`src/logic/bbsg_pkg.sv`:
```
// package for the battery backed sram host-side read and write controller
// assumes a 10 MHz system clock and a 2K x 8 asynchronous sram outside
package bbsg_pkg;
    // ------------------------------------------------------------------
    // geometry and timing
    // ------------------------------------------------------------------
    localparam int          ADDR_W          = 11;    // address_bus width
    localparam int          DATA_W          = 8;     // data_bus width
    localparam int          CLK_PERIOD_NS   = 100;   // system clock period
    localparam int          WRITE_PULSE_NS  = 120;   // strobe low time, slowest grade
    localparam int          RECOVERY_NS     = 10;    // strobe/select recovery time
    localparam int          FLOAT_DELAY_NS  = 60;    // write_output_float_delay
    localparam int          READ_ACCESS_NS  = 200;   // address to data valid
    localparam int          PULSE_CYC       = (WRITE_PULSE_NS + CLK_PERIOD_NS - 1) / CLK_PERIOD_NS;
    localparam int          RECOVERY_CYC    = (RECOVERY_NS + CLK_PERIOD_NS - 1) / CLK_PERIOD_NS;
    localparam int          FLOAT_CYC       = (FLOAT_DELAY_NS + CLK_PERIOD_NS - 1) / CLK_PERIOD_NS;
    localparam int          READ_CYC        = (READ_ACCESS_NS + CLK_PERIOD_NS - 1) / CLK_PERIOD_NS;
    localparam int          CNT_W           = 4;     // cycle counter width
    localparam logic [3:0]  CNT_ZERO        = 4'h0;  // counter reset value

    // ------------------------------------------------------------------
    // types
    // ------------------------------------------------------------------
    typedef enum {ST_IDLE, ST_SETUP, ST_STROBE, ST_READ, ST_RECOVER} bbsg_state_t;

    // pins toward the sram
    typedef struct packed {
        logic              select_n;   // chip select, active low
        logic              strobe_n;   // write strobe, active low
        logic              oe_n;       // output enable, active low
        logic [ADDR_W-1:0] addr;       // address_bus
        logic [DATA_W-1:0] wdata;      // data_bus drive value
        logic              data_oe;    // host drives data_bus
    } bbsg_pins_t;

    // all sequencer state; the input synchronisers sit outside
    typedef struct packed {
        bbsg_state_t       state;      // sequencer state
        logic [CNT_W-1:0]  cnt;        // cycle counter
        logic              is_write;   // current access is a write
        bbsg_pins_t        pins;       // registered pin values
        logic [DATA_W-1:0] rdata;      // captured read data
        logic              done;       // access done pulse
        logic              refused;    // request refused pulse
        logic              batt_low;   // battery_low_flag as last read
    } bbsg_regs_t;
endpackage

```
`src/logic/bbsg_host.sv`:
```
// host-side controller that runs read and write cycles on the sram pins
// assumes the sram sits outside, power-fail level arrives asynchronously
`timescale 1ns/10ps
module bbsg_host
    import bbsg_pkg::*;
(
    input  wire logic              clk_sys_in,       // 10 MHz system clock
    input  wire logic              resetn_in,        // async reset, active low
    input  wire logic              clk_en_in,        // clock enable, freezes state
    input  wire logic              req_valid_in,     // access request
    input  wire logic              req_write_in,     // 1 write, 0 read
    input  wire logic [ADDR_W-1:0] req_addr_in,      // access address
    input  wire logic [DATA_W-1:0] req_wdata_in,     // write data
    input  wire logic              batt_low_in,      // battery_low_flag from sram side
    input  wire logic              power_fail_in,    // supply in power-fail window
    input  wire logic [DATA_W-1:0] data_bus_in,      // data_bus level
    output logic                   req_ready_out,    // request accepted this cycle
    output logic                   done_out,         // access done pulse
    output logic                   refused_out,      // request refused pulse
    output logic [DATA_W-1:0]      rdata_out,        // read data
    output logic                   batt_low_out,     // battery low status
    output logic                   select_n_out,     // chip select, active low
    output logic                   strobe_n_out,     // write strobe, active low
    output logic                   oe_n_out,         // output enable, active low
    output logic [ADDR_W-1:0]      address_bus_out,  // address_bus
    output logic [DATA_W-1:0]      data_bus_out,     // data_bus drive value
    output logic                   data_bus_oe_out   // high while host drives data_bus
);
    // ------------------------------------------------------------------
    // input synchronisers
    // ------------------------------------------------------------------
    logic [1:0]        pf_sync_reg;    // power fail two-stage sync
    logic [1:0]        bl_sync_reg;    // battery low two-stage sync
    logic [DATA_W-1:0] db_s1_reg;      // data bus first stage
    logic [DATA_W-1:0] db_s2_reg;      // data bus second stage
    logic              pf_s;           // synced power fail
    logic              bl_s;           // synced battery low

    // two flops before any logic reads a pin
    always_ff @(posedge clk_sys_in or negedge resetn_in) begin
        if (!resetn_in) begin
            pf_sync_reg <= 2'h3;
            bl_sync_reg <= 2'h0;
            db_s1_reg   <= '0;
            db_s2_reg   <= '0;
        end else if (clk_en_in) begin
            pf_sync_reg <= {pf_sync_reg[0], power_fail_in};
            bl_sync_reg <= {bl_sync_reg[0], batt_low_in};
            db_s1_reg   <= data_bus_in;
            db_s2_reg   <= db_s1_reg;
        end
    end
    assign pf_s = pf_sync_reg[1];
    assign bl_s = bl_sync_reg[1];

    // ------------------------------------------------------------------
    // sequencer
    // ------------------------------------------------------------------
    bbsg_regs_t s_reg;     // registered state
    bbsg_regs_t s_next;    // next state

    // idle pin image: deselected, strobe high, output enable high, bus released
    function automatic bbsg_pins_t idle_pins(input logic [ADDR_W-1:0] a);
        bbsg_pins_t p;
        p.select_n = 1'b1;
        p.strobe_n = 1'b1;
        p.oe_n     = 1'b1;
        p.addr     = a;
        p.wdata    = '0;
        p.data_oe  = 1'b0;
        return p;
    endfunction

    // ready only while idle with a good supply; a frozen clock never accepts,
    // since the request would be dropped by the held state register
    assign req_ready_out = (s_reg.state == ST_IDLE) && !pf_s && clk_en_in;

    // next-state logic
    always_comb begin
        s_next         = s_reg;
        s_next.done    = 1'b0;
        s_next.refused = 1'b0;
        s_next.batt_low = bl_s;
        case (s_reg.state)
            ST_IDLE: begin
                s_next.pins = idle_pins(s_reg.pins.addr);
                if (req_valid_in && pf_s) begin
                    s_next.refused = 1'b1;
                end else if (req_valid_in) begin
                    s_next.is_write   = req_write_in;
                    s_next.pins.addr  = req_addr_in;
                    s_next.cnt        = CNT_ZERO;
                    if (req_write_in) begin
                        // address and data set up before any strobe falls
                        s_next.pins.wdata   = req_wdata_in;
                        s_next.pins.data_oe = 1'b1;
                        s_next.state        = ST_SETUP;
                    end else begin
                        s_next.pins.select_n = 1'b0;
                        s_next.pins.oe_n     = 1'b0;
                        s_next.state         = ST_READ;
                    end
                end
            end
            ST_SETUP: begin
                if (pf_s) begin
                    // supply failing before the strobe: never start the write,
                    // the pins stay deselected and the access is reported refused
                    s_next.pins    = idle_pins(s_reg.pins.addr);
                    s_next.refused = 1'b1;
                    s_next.cnt     = CNT_ZERO;
                    s_next.state   = ST_RECOVER;
                end else begin
                    // select and strobe fall together: write begins at that edge
                    s_next.pins.select_n = 1'b0;
                    s_next.pins.strobe_n = 1'b0;
                    s_next.pins.oe_n     = 1'b1;
                    s_next.state         = ST_STROBE;
                end
            end
            ST_STROBE: begin
                // address and data held; strobe rises first to end the write
                if (pf_s) begin
                    s_next.pins    = idle_pins(s_reg.pins.addr);
                    s_next.refused = 1'b1;
                    s_next.cnt     = CNT_ZERO;
                    s_next.state   = ST_RECOVER;
                end else if (s_reg.cnt >= CNT_W'(PULSE_CYC - 1)) begin
                    s_next.pins.strobe_n = 1'b1;
                    s_next.cnt           = CNT_ZERO;
                    s_next.state         = ST_RECOVER;
                end else begin
                    s_next.cnt = s_reg.cnt + 4'h1;
                end
            end
            ST_READ: begin
                if (pf_s) begin
                    s_next.pins    = idle_pins(s_reg.pins.addr);
                    s_next.refused = 1'b1;
                    s_next.cnt     = CNT_ZERO;
                    s_next.state   = ST_RECOVER;
                end else if (s_reg.cnt >= CNT_W'(READ_CYC + 1)) begin
                    // two extra cycles cover the data bus synchroniser
                    s_next.rdata = db_s2_reg;
                    s_next.pins  = idle_pins(s_reg.pins.addr);
                    s_next.cnt   = CNT_ZERO;
                    s_next.state = ST_RECOVER;
                end else begin
                    s_next.cnt = s_reg.cnt + 4'h1;
                end
            end
            ST_RECOVER: begin
                // strobe high: release select and bus, keep address for recovery
                s_next.pins.select_n = 1'b1;
                s_next.pins.strobe_n = 1'b1;
                s_next.pins.oe_n     = 1'b1;
                s_next.pins.data_oe  = 1'b0;
                if (s_reg.cnt >= CNT_W'(RECOVERY_CYC - 1)) begin
                    s_next.done  = !s_reg.refused;
                    s_next.state = ST_IDLE;
                end else begin
                    s_next.cnt = s_reg.cnt + 4'h1;
                end
            end
            default: begin
                s_next.state = ST_IDLE;
            end
        endcase
    end

    // state register
    always_ff @(posedge clk_sys_in or negedge resetn_in) begin
        if (!resetn_in) begin
            s_reg.state    <= ST_IDLE;
            s_reg.cnt      <= CNT_ZERO;
            s_reg.is_write <= 1'b0;
            s_reg.pins     <= {1'b1, 1'b1, 1'b1, {ADDR_W{1'b0}}, {DATA_W{1'b0}}, 1'b0};
            s_reg.rdata    <= '0;
            s_reg.done     <= 1'b0;
            s_reg.refused  <= 1'b0;
            s_reg.batt_low <= 1'b0;
        end else if (clk_en_in) begin
            s_reg <= s_next;
        end
    end

    // ------------------------------------------------------------------
    // outputs
    // ------------------------------------------------------------------
    assign done_out        = s_reg.done;
    assign refused_out     = s_reg.refused;
    assign rdata_out       = s_reg.rdata;
    assign batt_low_out    = s_reg.batt_low;
    assign select_n_out    = s_reg.pins.select_n;
    assign strobe_n_out    = s_reg.pins.strobe_n;
    assign oe_n_out        = s_reg.pins.oe_n;
    assign address_bus_out = s_reg.pins.addr;
    assign data_bus_out    = s_reg.pins.wdata;
    assign data_bus_oe_out = s_reg.pins.data_oe;
endmodule // bbsg_host

```
`config.mk`:
```
export PLATFORM = sky130hd
export DESIGN_NAME = bbsg_host
export DESIGN_NICKNAME = d
export VERILOG_FILES = /design/src/logic/bbsg_pkg.sv /design/src/logic/bbsg_host.sv
export SDC_FILE = /design/constraint.sdc
export NUM_CORES = 1
export LEC_CHECK = 0
export BUFFER_PORTS_ARGS = -buffer_cell sky130_fd_sc_hd__buf_2
export CELL_PAD_IN_SITES_DETAIL_PLACEMENT = 2
export CELL_PAD_IN_SITES_GLOBAL_PLACEMENT = 2
export CORE_MARGIN = 2
export CORE_UTILIZATION = 34
export CTS_BUF_LIST = sky130_fd_sc_hd__clkbuf_8 sky130_fd_sc_hd__clkbuf_16
export DETAILED_ROUTE_END_ITERATION = 10
export PLACE_DENSITY_LB_ADDON = 0.1
export SYNTH_ARGS = -nofsm -noshare
export SYNTH_HDL_FRONTEND = slang
export SYNTH_SLANG_ARGS = --single-unit
```
`constraint.sdc`:
```
create_clock -name clk_sys_in -period 2.5 [get_ports clk_sys_in]
set_input_delay 0.5 -clock clk_sys_in [delete_from_list [all_inputs] [get_ports clk_sys_in]]
set_output_delay 0.5 -clock clk_sys_in [all_outputs]
set_load 0.005 [all_outputs]
```
After elaboration in Yosys (flattened, before gate mapping)
Cells that the tools add are included.
Storage, ports and cells
  register bits after elaboration: 91
  input bits: 34
  output and inout bits: 35
  word-level logic and storage cells: 92
Operators by class
  $add $sub $neg: 1
  magnitude comparators: 3
  equality and inequality tests: 12
  muxes and demuxes: 35
  bitwise operators: 5
  reductions and logical operators: 19
Operator list (number)
  32-bit one-hot mux with 5 select lines: 1
  32-bit 2-to-1 mux: 3
  38-bit 2-to-1 mux: 2
  19-bit one-hot mux with 4 select lines: 1
  36-bit 2-to-1 mux: 2
  32-bit by 2-bit equality test with 1-bit output, second input constant: 2
  32-bit zero test: 2
  21-bit 2-to-1 mux: 3
  32-bit by 1-bit equality test with 1-bit output, second input constant: 1
  32-bit by 3-bit equality test with 1-bit output, second input constant: 1
  31-bit 2-to-1 mux: 1
  23-bit 2-to-1 mux: 1
  4-bit one-hot mux with 5 select lines: 1
  9-bit 2-to-1 mux: 2
  4-bit 2-to-1 mux: 4
  4-bit AND reduction: 4
  3-bit one-hot mux with 5 select lines: 1
  2-bit != test, second input constant: 6
  6-bit AND reduction: 2
  5-bit AND reduction: 2
  4-bit by 1-bit >= comparator with 1-bit output, second input constant: 2
  1-bit 2-to-1 mux: 8
  7-bit AND reduction: 1
  3-bit 2-to-1 mux: 2
  other kinds (12): 20

Longest topological paths before layout
  depth in word-level cells: 4
  depth in mapped cells: 6

Worst setup path before layout
No wires, ideal clock.
  kind: reg-to-reg
  start point: reg s_reg[35] (netlist name)
  end point: reg s_reg (netlist bit oe_n_out)
  setup time: 0.082 ns
  data arrival time: 1.645 ns
  path slack: 0.773 ns
  stages on the path, launching flop included: 6
  buffers on the path: 0
  clock period less this slack: 1.727 ns
  path through: dfrtp_1 > ha_1 > or3_1 > a211o_1 > o211ai_2 > mux2_2
On the way
  word-level cells in the longest chain between the ends: 3
RTL lines
  start: declaration: RTL line bbsg_host.sv:59  | bbsg_regs_t s_reg;
  start signal: assignment: RTL line bbsg_host.sv:183  | s_reg <= s_next;
  4-bit by 2-bit >= comparator with 1-bit output: RTL line bbsg_host.sv:142  | end else if (s_reg.cnt >= CNT_W'(READ_CYC + 1)) begin
  3-bit != test (no line)
  4-bit AND reduction (no line)
Every way passes these cells.
A chain may end at the register's enable or synchronous reset.

Final worst setup path
  start point: reg s_reg[39] (netlist name)
  end point: out req_ready_out
On the way
  word-level cells in the longest chain between the ends: 3
RTL lines
  32-bit zero test: RTL line bbsg_host.sv:76  | assign req_ready_out = (s_reg.state == ST_IDLE) && !pf_s && clk_en_in;
  1-bit logical AND (2 in series): RTL line bbsg_host.sv:76
  end: declaration: RTL line bbsg_host.sv:17  | output logic req_ready_out,
Every way passes these cells.

==> results.txt <==
In this run the worst setup path begins at s_reg[39]. The number of antenna violations at the first check in global routing is 0. The sequential element share of the synthesized area is 53.4%. The DRC violation total after the first TritonRoute iteration is 25. TritonCTS built the clock tree. The flow ran to the end, and the final reports show no timing, DRC or antenna violations. The number of buffers added to fix hold violations after cts is 0. The first global-routing pass estimated 10700 um of wire. The reported leakage power is 1.62 nW. Setup slack on the worst reg-to-reg path comes out at 0.58 ns. In the layout the commonest cells are 68 x sky130_fd_sc_hd__buf_2, 56 x sky130_fd_sc_hd__dfrtp_1, 41 x sky130_fd_sc_hd__nand2_1, 32 x sky130_fd_sc_hd__mux2_2, 13 x sky130_fd_sc_hd__inv_1. In this run the critical register-to-register path is launched from s_reg[35]. Cells fill 40.5% of the core in the end.

The setup TNS is 0 ns. The tree is rooted in a sky130_fd_sc_hd__clkbuf_8. Post-CTS repair changed the size of 0 cells. The number of flops mapped to enable cells by yosys came out at 0. The maximum fanout count along the critical path is 12.

The number of hold violations in the final report is 0. The final weighted congestion in routability-driven placement is 0.683. The count of input and output buffers is 68. The number of global-route vias before repair is 2110. In the routed design, unresolved DRC markers number 0. The number of sinks handled by clock tree synthesis came out at 61. The tool flagged a number of max-cap violations equal to 0. The delay of the slowest cell on the worst path is 0.55 ns. The summed instance area of the synthesized netlist came out at 0.00287 mm^2. The iteration count of the initial detailed-routing pass came out at 3. The largest voltage drop on the vdd net is 0.301 mV. From left edge to right edge, the die measures 95.9 um. The path length in cells of the critical path is 3. The flip-flop count of the largest register after layout is 11.

The area of the die came out at 0.00919 mm^2. The initial cell density of the core is 34.9%. Compared with the post-synthesis result, the final layout area differs by 16.0%. Clock-pin slew was measured on the worst setup and hold paths at 0.08 ns. The largest net degree at the start of global routing is 62. The fraction of registers with async set or reset after synthesis is 100%.

Leaving out fill and tap cells, the most frequent cell in the layout is sky130_fd_sc_hd__buf_2. The total routed wirelength is 6280 um. The die height is 95.9 um.

The number of slew-limit violations in the final report is 0. The post-route minimum period came out at 1.99 ns. In this run the critical register-to-register path is captured at data_bus_oe_out. The count of placed standard cells including taps is 390.

In this run the number of H-tree levels came out at 3. The worst path required time came out at 2.00 ns. The count of nets left with antenna violations once routing finished came out at 0. The launching element type of the critical path is a flop. The number of fill cells is 918.

The cell count after synthesis came out at 250. The endpoint arrival time on the critical path came out at 1.49 ns. The worst-case clock skew came out at 0.0116 ns.

The HPWL after detailed placement is 4410 um. The number of buffers created by CTS is 9. The total grt overflow came out at 0.

Together, buffers and inverters on the worst path number 1. The transition time at the pin with the least slew margin is 0.644 ns. The count of placed standard cells in the final layout, fillers left out came out at 406. Global routing used 15.5% of the available tracks.

The cell depth of the worst flop-to-flop path is 4. The placeable core region came out at 0.00822 mm^2. The post-CTS setup buffer count came out at 0. The path class of the tightest hold or removal check is input pin to asynchronous set/reset pin. For this design, the slowest cell found on the critical path is sky130_fd_sc_hd__dfrtp_1.

The repair_antennas step left the layout with diodes totalling 0. For this run, the leading register cell type out of synthesis is sky130_fd_sc_hd__dfrtp_1. The number of warnings issued by yosys came out at 0. Setup repair after global routing left no endpoint under its margin. The per-cell routed wire length is 15.5 um. The worst setup path is captured at a primary output.

The synthesized area per cell came out at 11.5 um^2. The via count of the routed design came out at 1956. The register bit count reported by yosys came out at 61. The post-synth net total came out at 287. The floorplan row count came out at 33. Cells with a size suffix above 1 make up 45.8% of the layout. The detail-routed via count per cell came out at 4.82.

The peak clock frequency supported by timing came out at 0.502 GHz. The worst pin sits at a relative slew slack of 56.6%. Yosys mapped the design onto 44 distinct sky130hd cell types. The critical path ends at req_ready_out.

The final clock period utilization by the worst path is 79.7%. The clock network latency to the later pin of the worst-skew pair came out at 0.35 ns. The setup-violating endpoint count in the final report is 0. The worst-case clock buffer depth came out at 2. The worst setup path is of the flop to primary output kind. In this run the power density over the cells is 877 mW/mm^2. The cell family contributing the most delay on the critical path is flip-flops. The critical path goes through nor2_4, and3_1, buf_2.

Pin placement for this block handled 69 I/O pins. The final layout net count came out at 333. The hold slack is 0.145 ns. The worst path setup slack after routing is 0.507 ns. The minimum setup slack after placement is 0.549 ns.
==> Yosys cell counts, types with 2 or more instances <==
cell type	instances	area share (%)
sky130_fd_sc_hd__o31ai_1	8	2.1
sky130_fd_sc_hd__buf_2	3	0.52
sky130_fd_sc_hd__o211ai_1	3	0.78
sky130_fd_sc_hd__dfstp_2	5	4.6
sky130_fd_sc_hd__nand2_1	41	5.4
sky130_fd_sc_hd__nor2_1	2	0.26
sky130_fd_sc_hd__ha_1	3	1.3
sky130_fd_sc_hd__nor4bb_2	2	1.1
sky130_fd_sc_hd__o21ai_1	6	1.0
sky130_fd_sc_hd__nand3_1	2	0.35
sky130_fd_sc_hd__inv_1	13	1.7
sky130_fd_sc_hd__mux2_2	32	13
sky130_fd_sc_hd__a21oi_2	2	0.61
sky130_fd_sc_hd__buf_4	28	7.3
sky130_fd_sc_hd__dfrtp_1	56	49
sky130_fd_sc_hd__clkbuf_1	2	0.26
sky130_fd_sc_hd__nor2b_1	2	0.44
sky130_fd_sc_hd__buf_1	2	0.26
sky130_fd_sc_hd__buf_6	2	0.78
sky130_fd_sc_hd__o21ai_0	12	2.1
==> cell families after synthesis <==
group / count (synthesis) / share of synthesized area (%)
simple gates: 61 / 10.8
xor+xnor: 1 / 0.305
buf+inv: 50 / 10.9
compound gates: 41 / 10.3
mux: 33 / 13.1
fa+ha+maj: 3 / 1.31
flops: 61 / 53.4
==> metal layers <==
metal  vias up  routed length (um)  track usage, %
met5         -                   0               0
met4         0                 119            7.14
met3         8                 268            3.13
met2        45                3070            25.4
met1       984                2820            19.7
li1        919                   -               -
==> worst reg2reg max path: cells and delay by family (launching register included) <==
family / cells / cell delay [ns]
compound gates: 3 / 1.12
flops: 1 / 0.40
fa+ha+maj: 1 / 0.25
==> power by group <==
part / internal (mW) / switching (mW)
Combinational: 0.314 / 0.356
Clock: 0.475 / 0.452
Sequential: 1.18 / 0.146
==> metrics by stage <==
stage / area, um^2 / total power, mW
after global routing: 3330 / 3.14
after CTS: 3330 / 2.99
final: 3330 / 2.92
after detailed placement: 3120 / 2.04
after global placement: 3120 / 2.01
after floorplan: 2870 / 1.86
==> worst min path at each step <==
| stage | startpoint | end | slack, ns | cells past startpoint |
|---|---|---|---|---|
| after global routing | resetn_in | db_s2_reg[3] | 0.17 | 2 |
| final | resetn_in | data_bus_out[5] | 0.15 | 2 |
| after global placement | done_out | done_out | 0.46 | 2 |
| after CTS | resetn_in | rdata_out[3] | 0.16 | 2 |
| after detailed placement | address_bus_out[6] | address_bus_out[6] | 0.47 | 2 |
| after floorplan | resetn_in | address_bus_out[0] | 0.20 | 0 |
==> area by class of cell <==
| class | instances | area, um^2 | share of cell area (%) |
|---|---|---|---|
| flip-flops and latches | 61 | 1530 | 46.1 |
| clock inverters | 7 | 82.6 | 2.48 |
| repair buffers | 72 | 383 | 11.5 |
| inverters | 13 | 48.8 | 1.47 |
| well taps | 105 | 131 | 3.95 |
| multi-input cells | 139 | 1030 | 30.8 |
| clock buffers | 9 | 124 | 3.72 |
(Power assumes the default switching activity.)
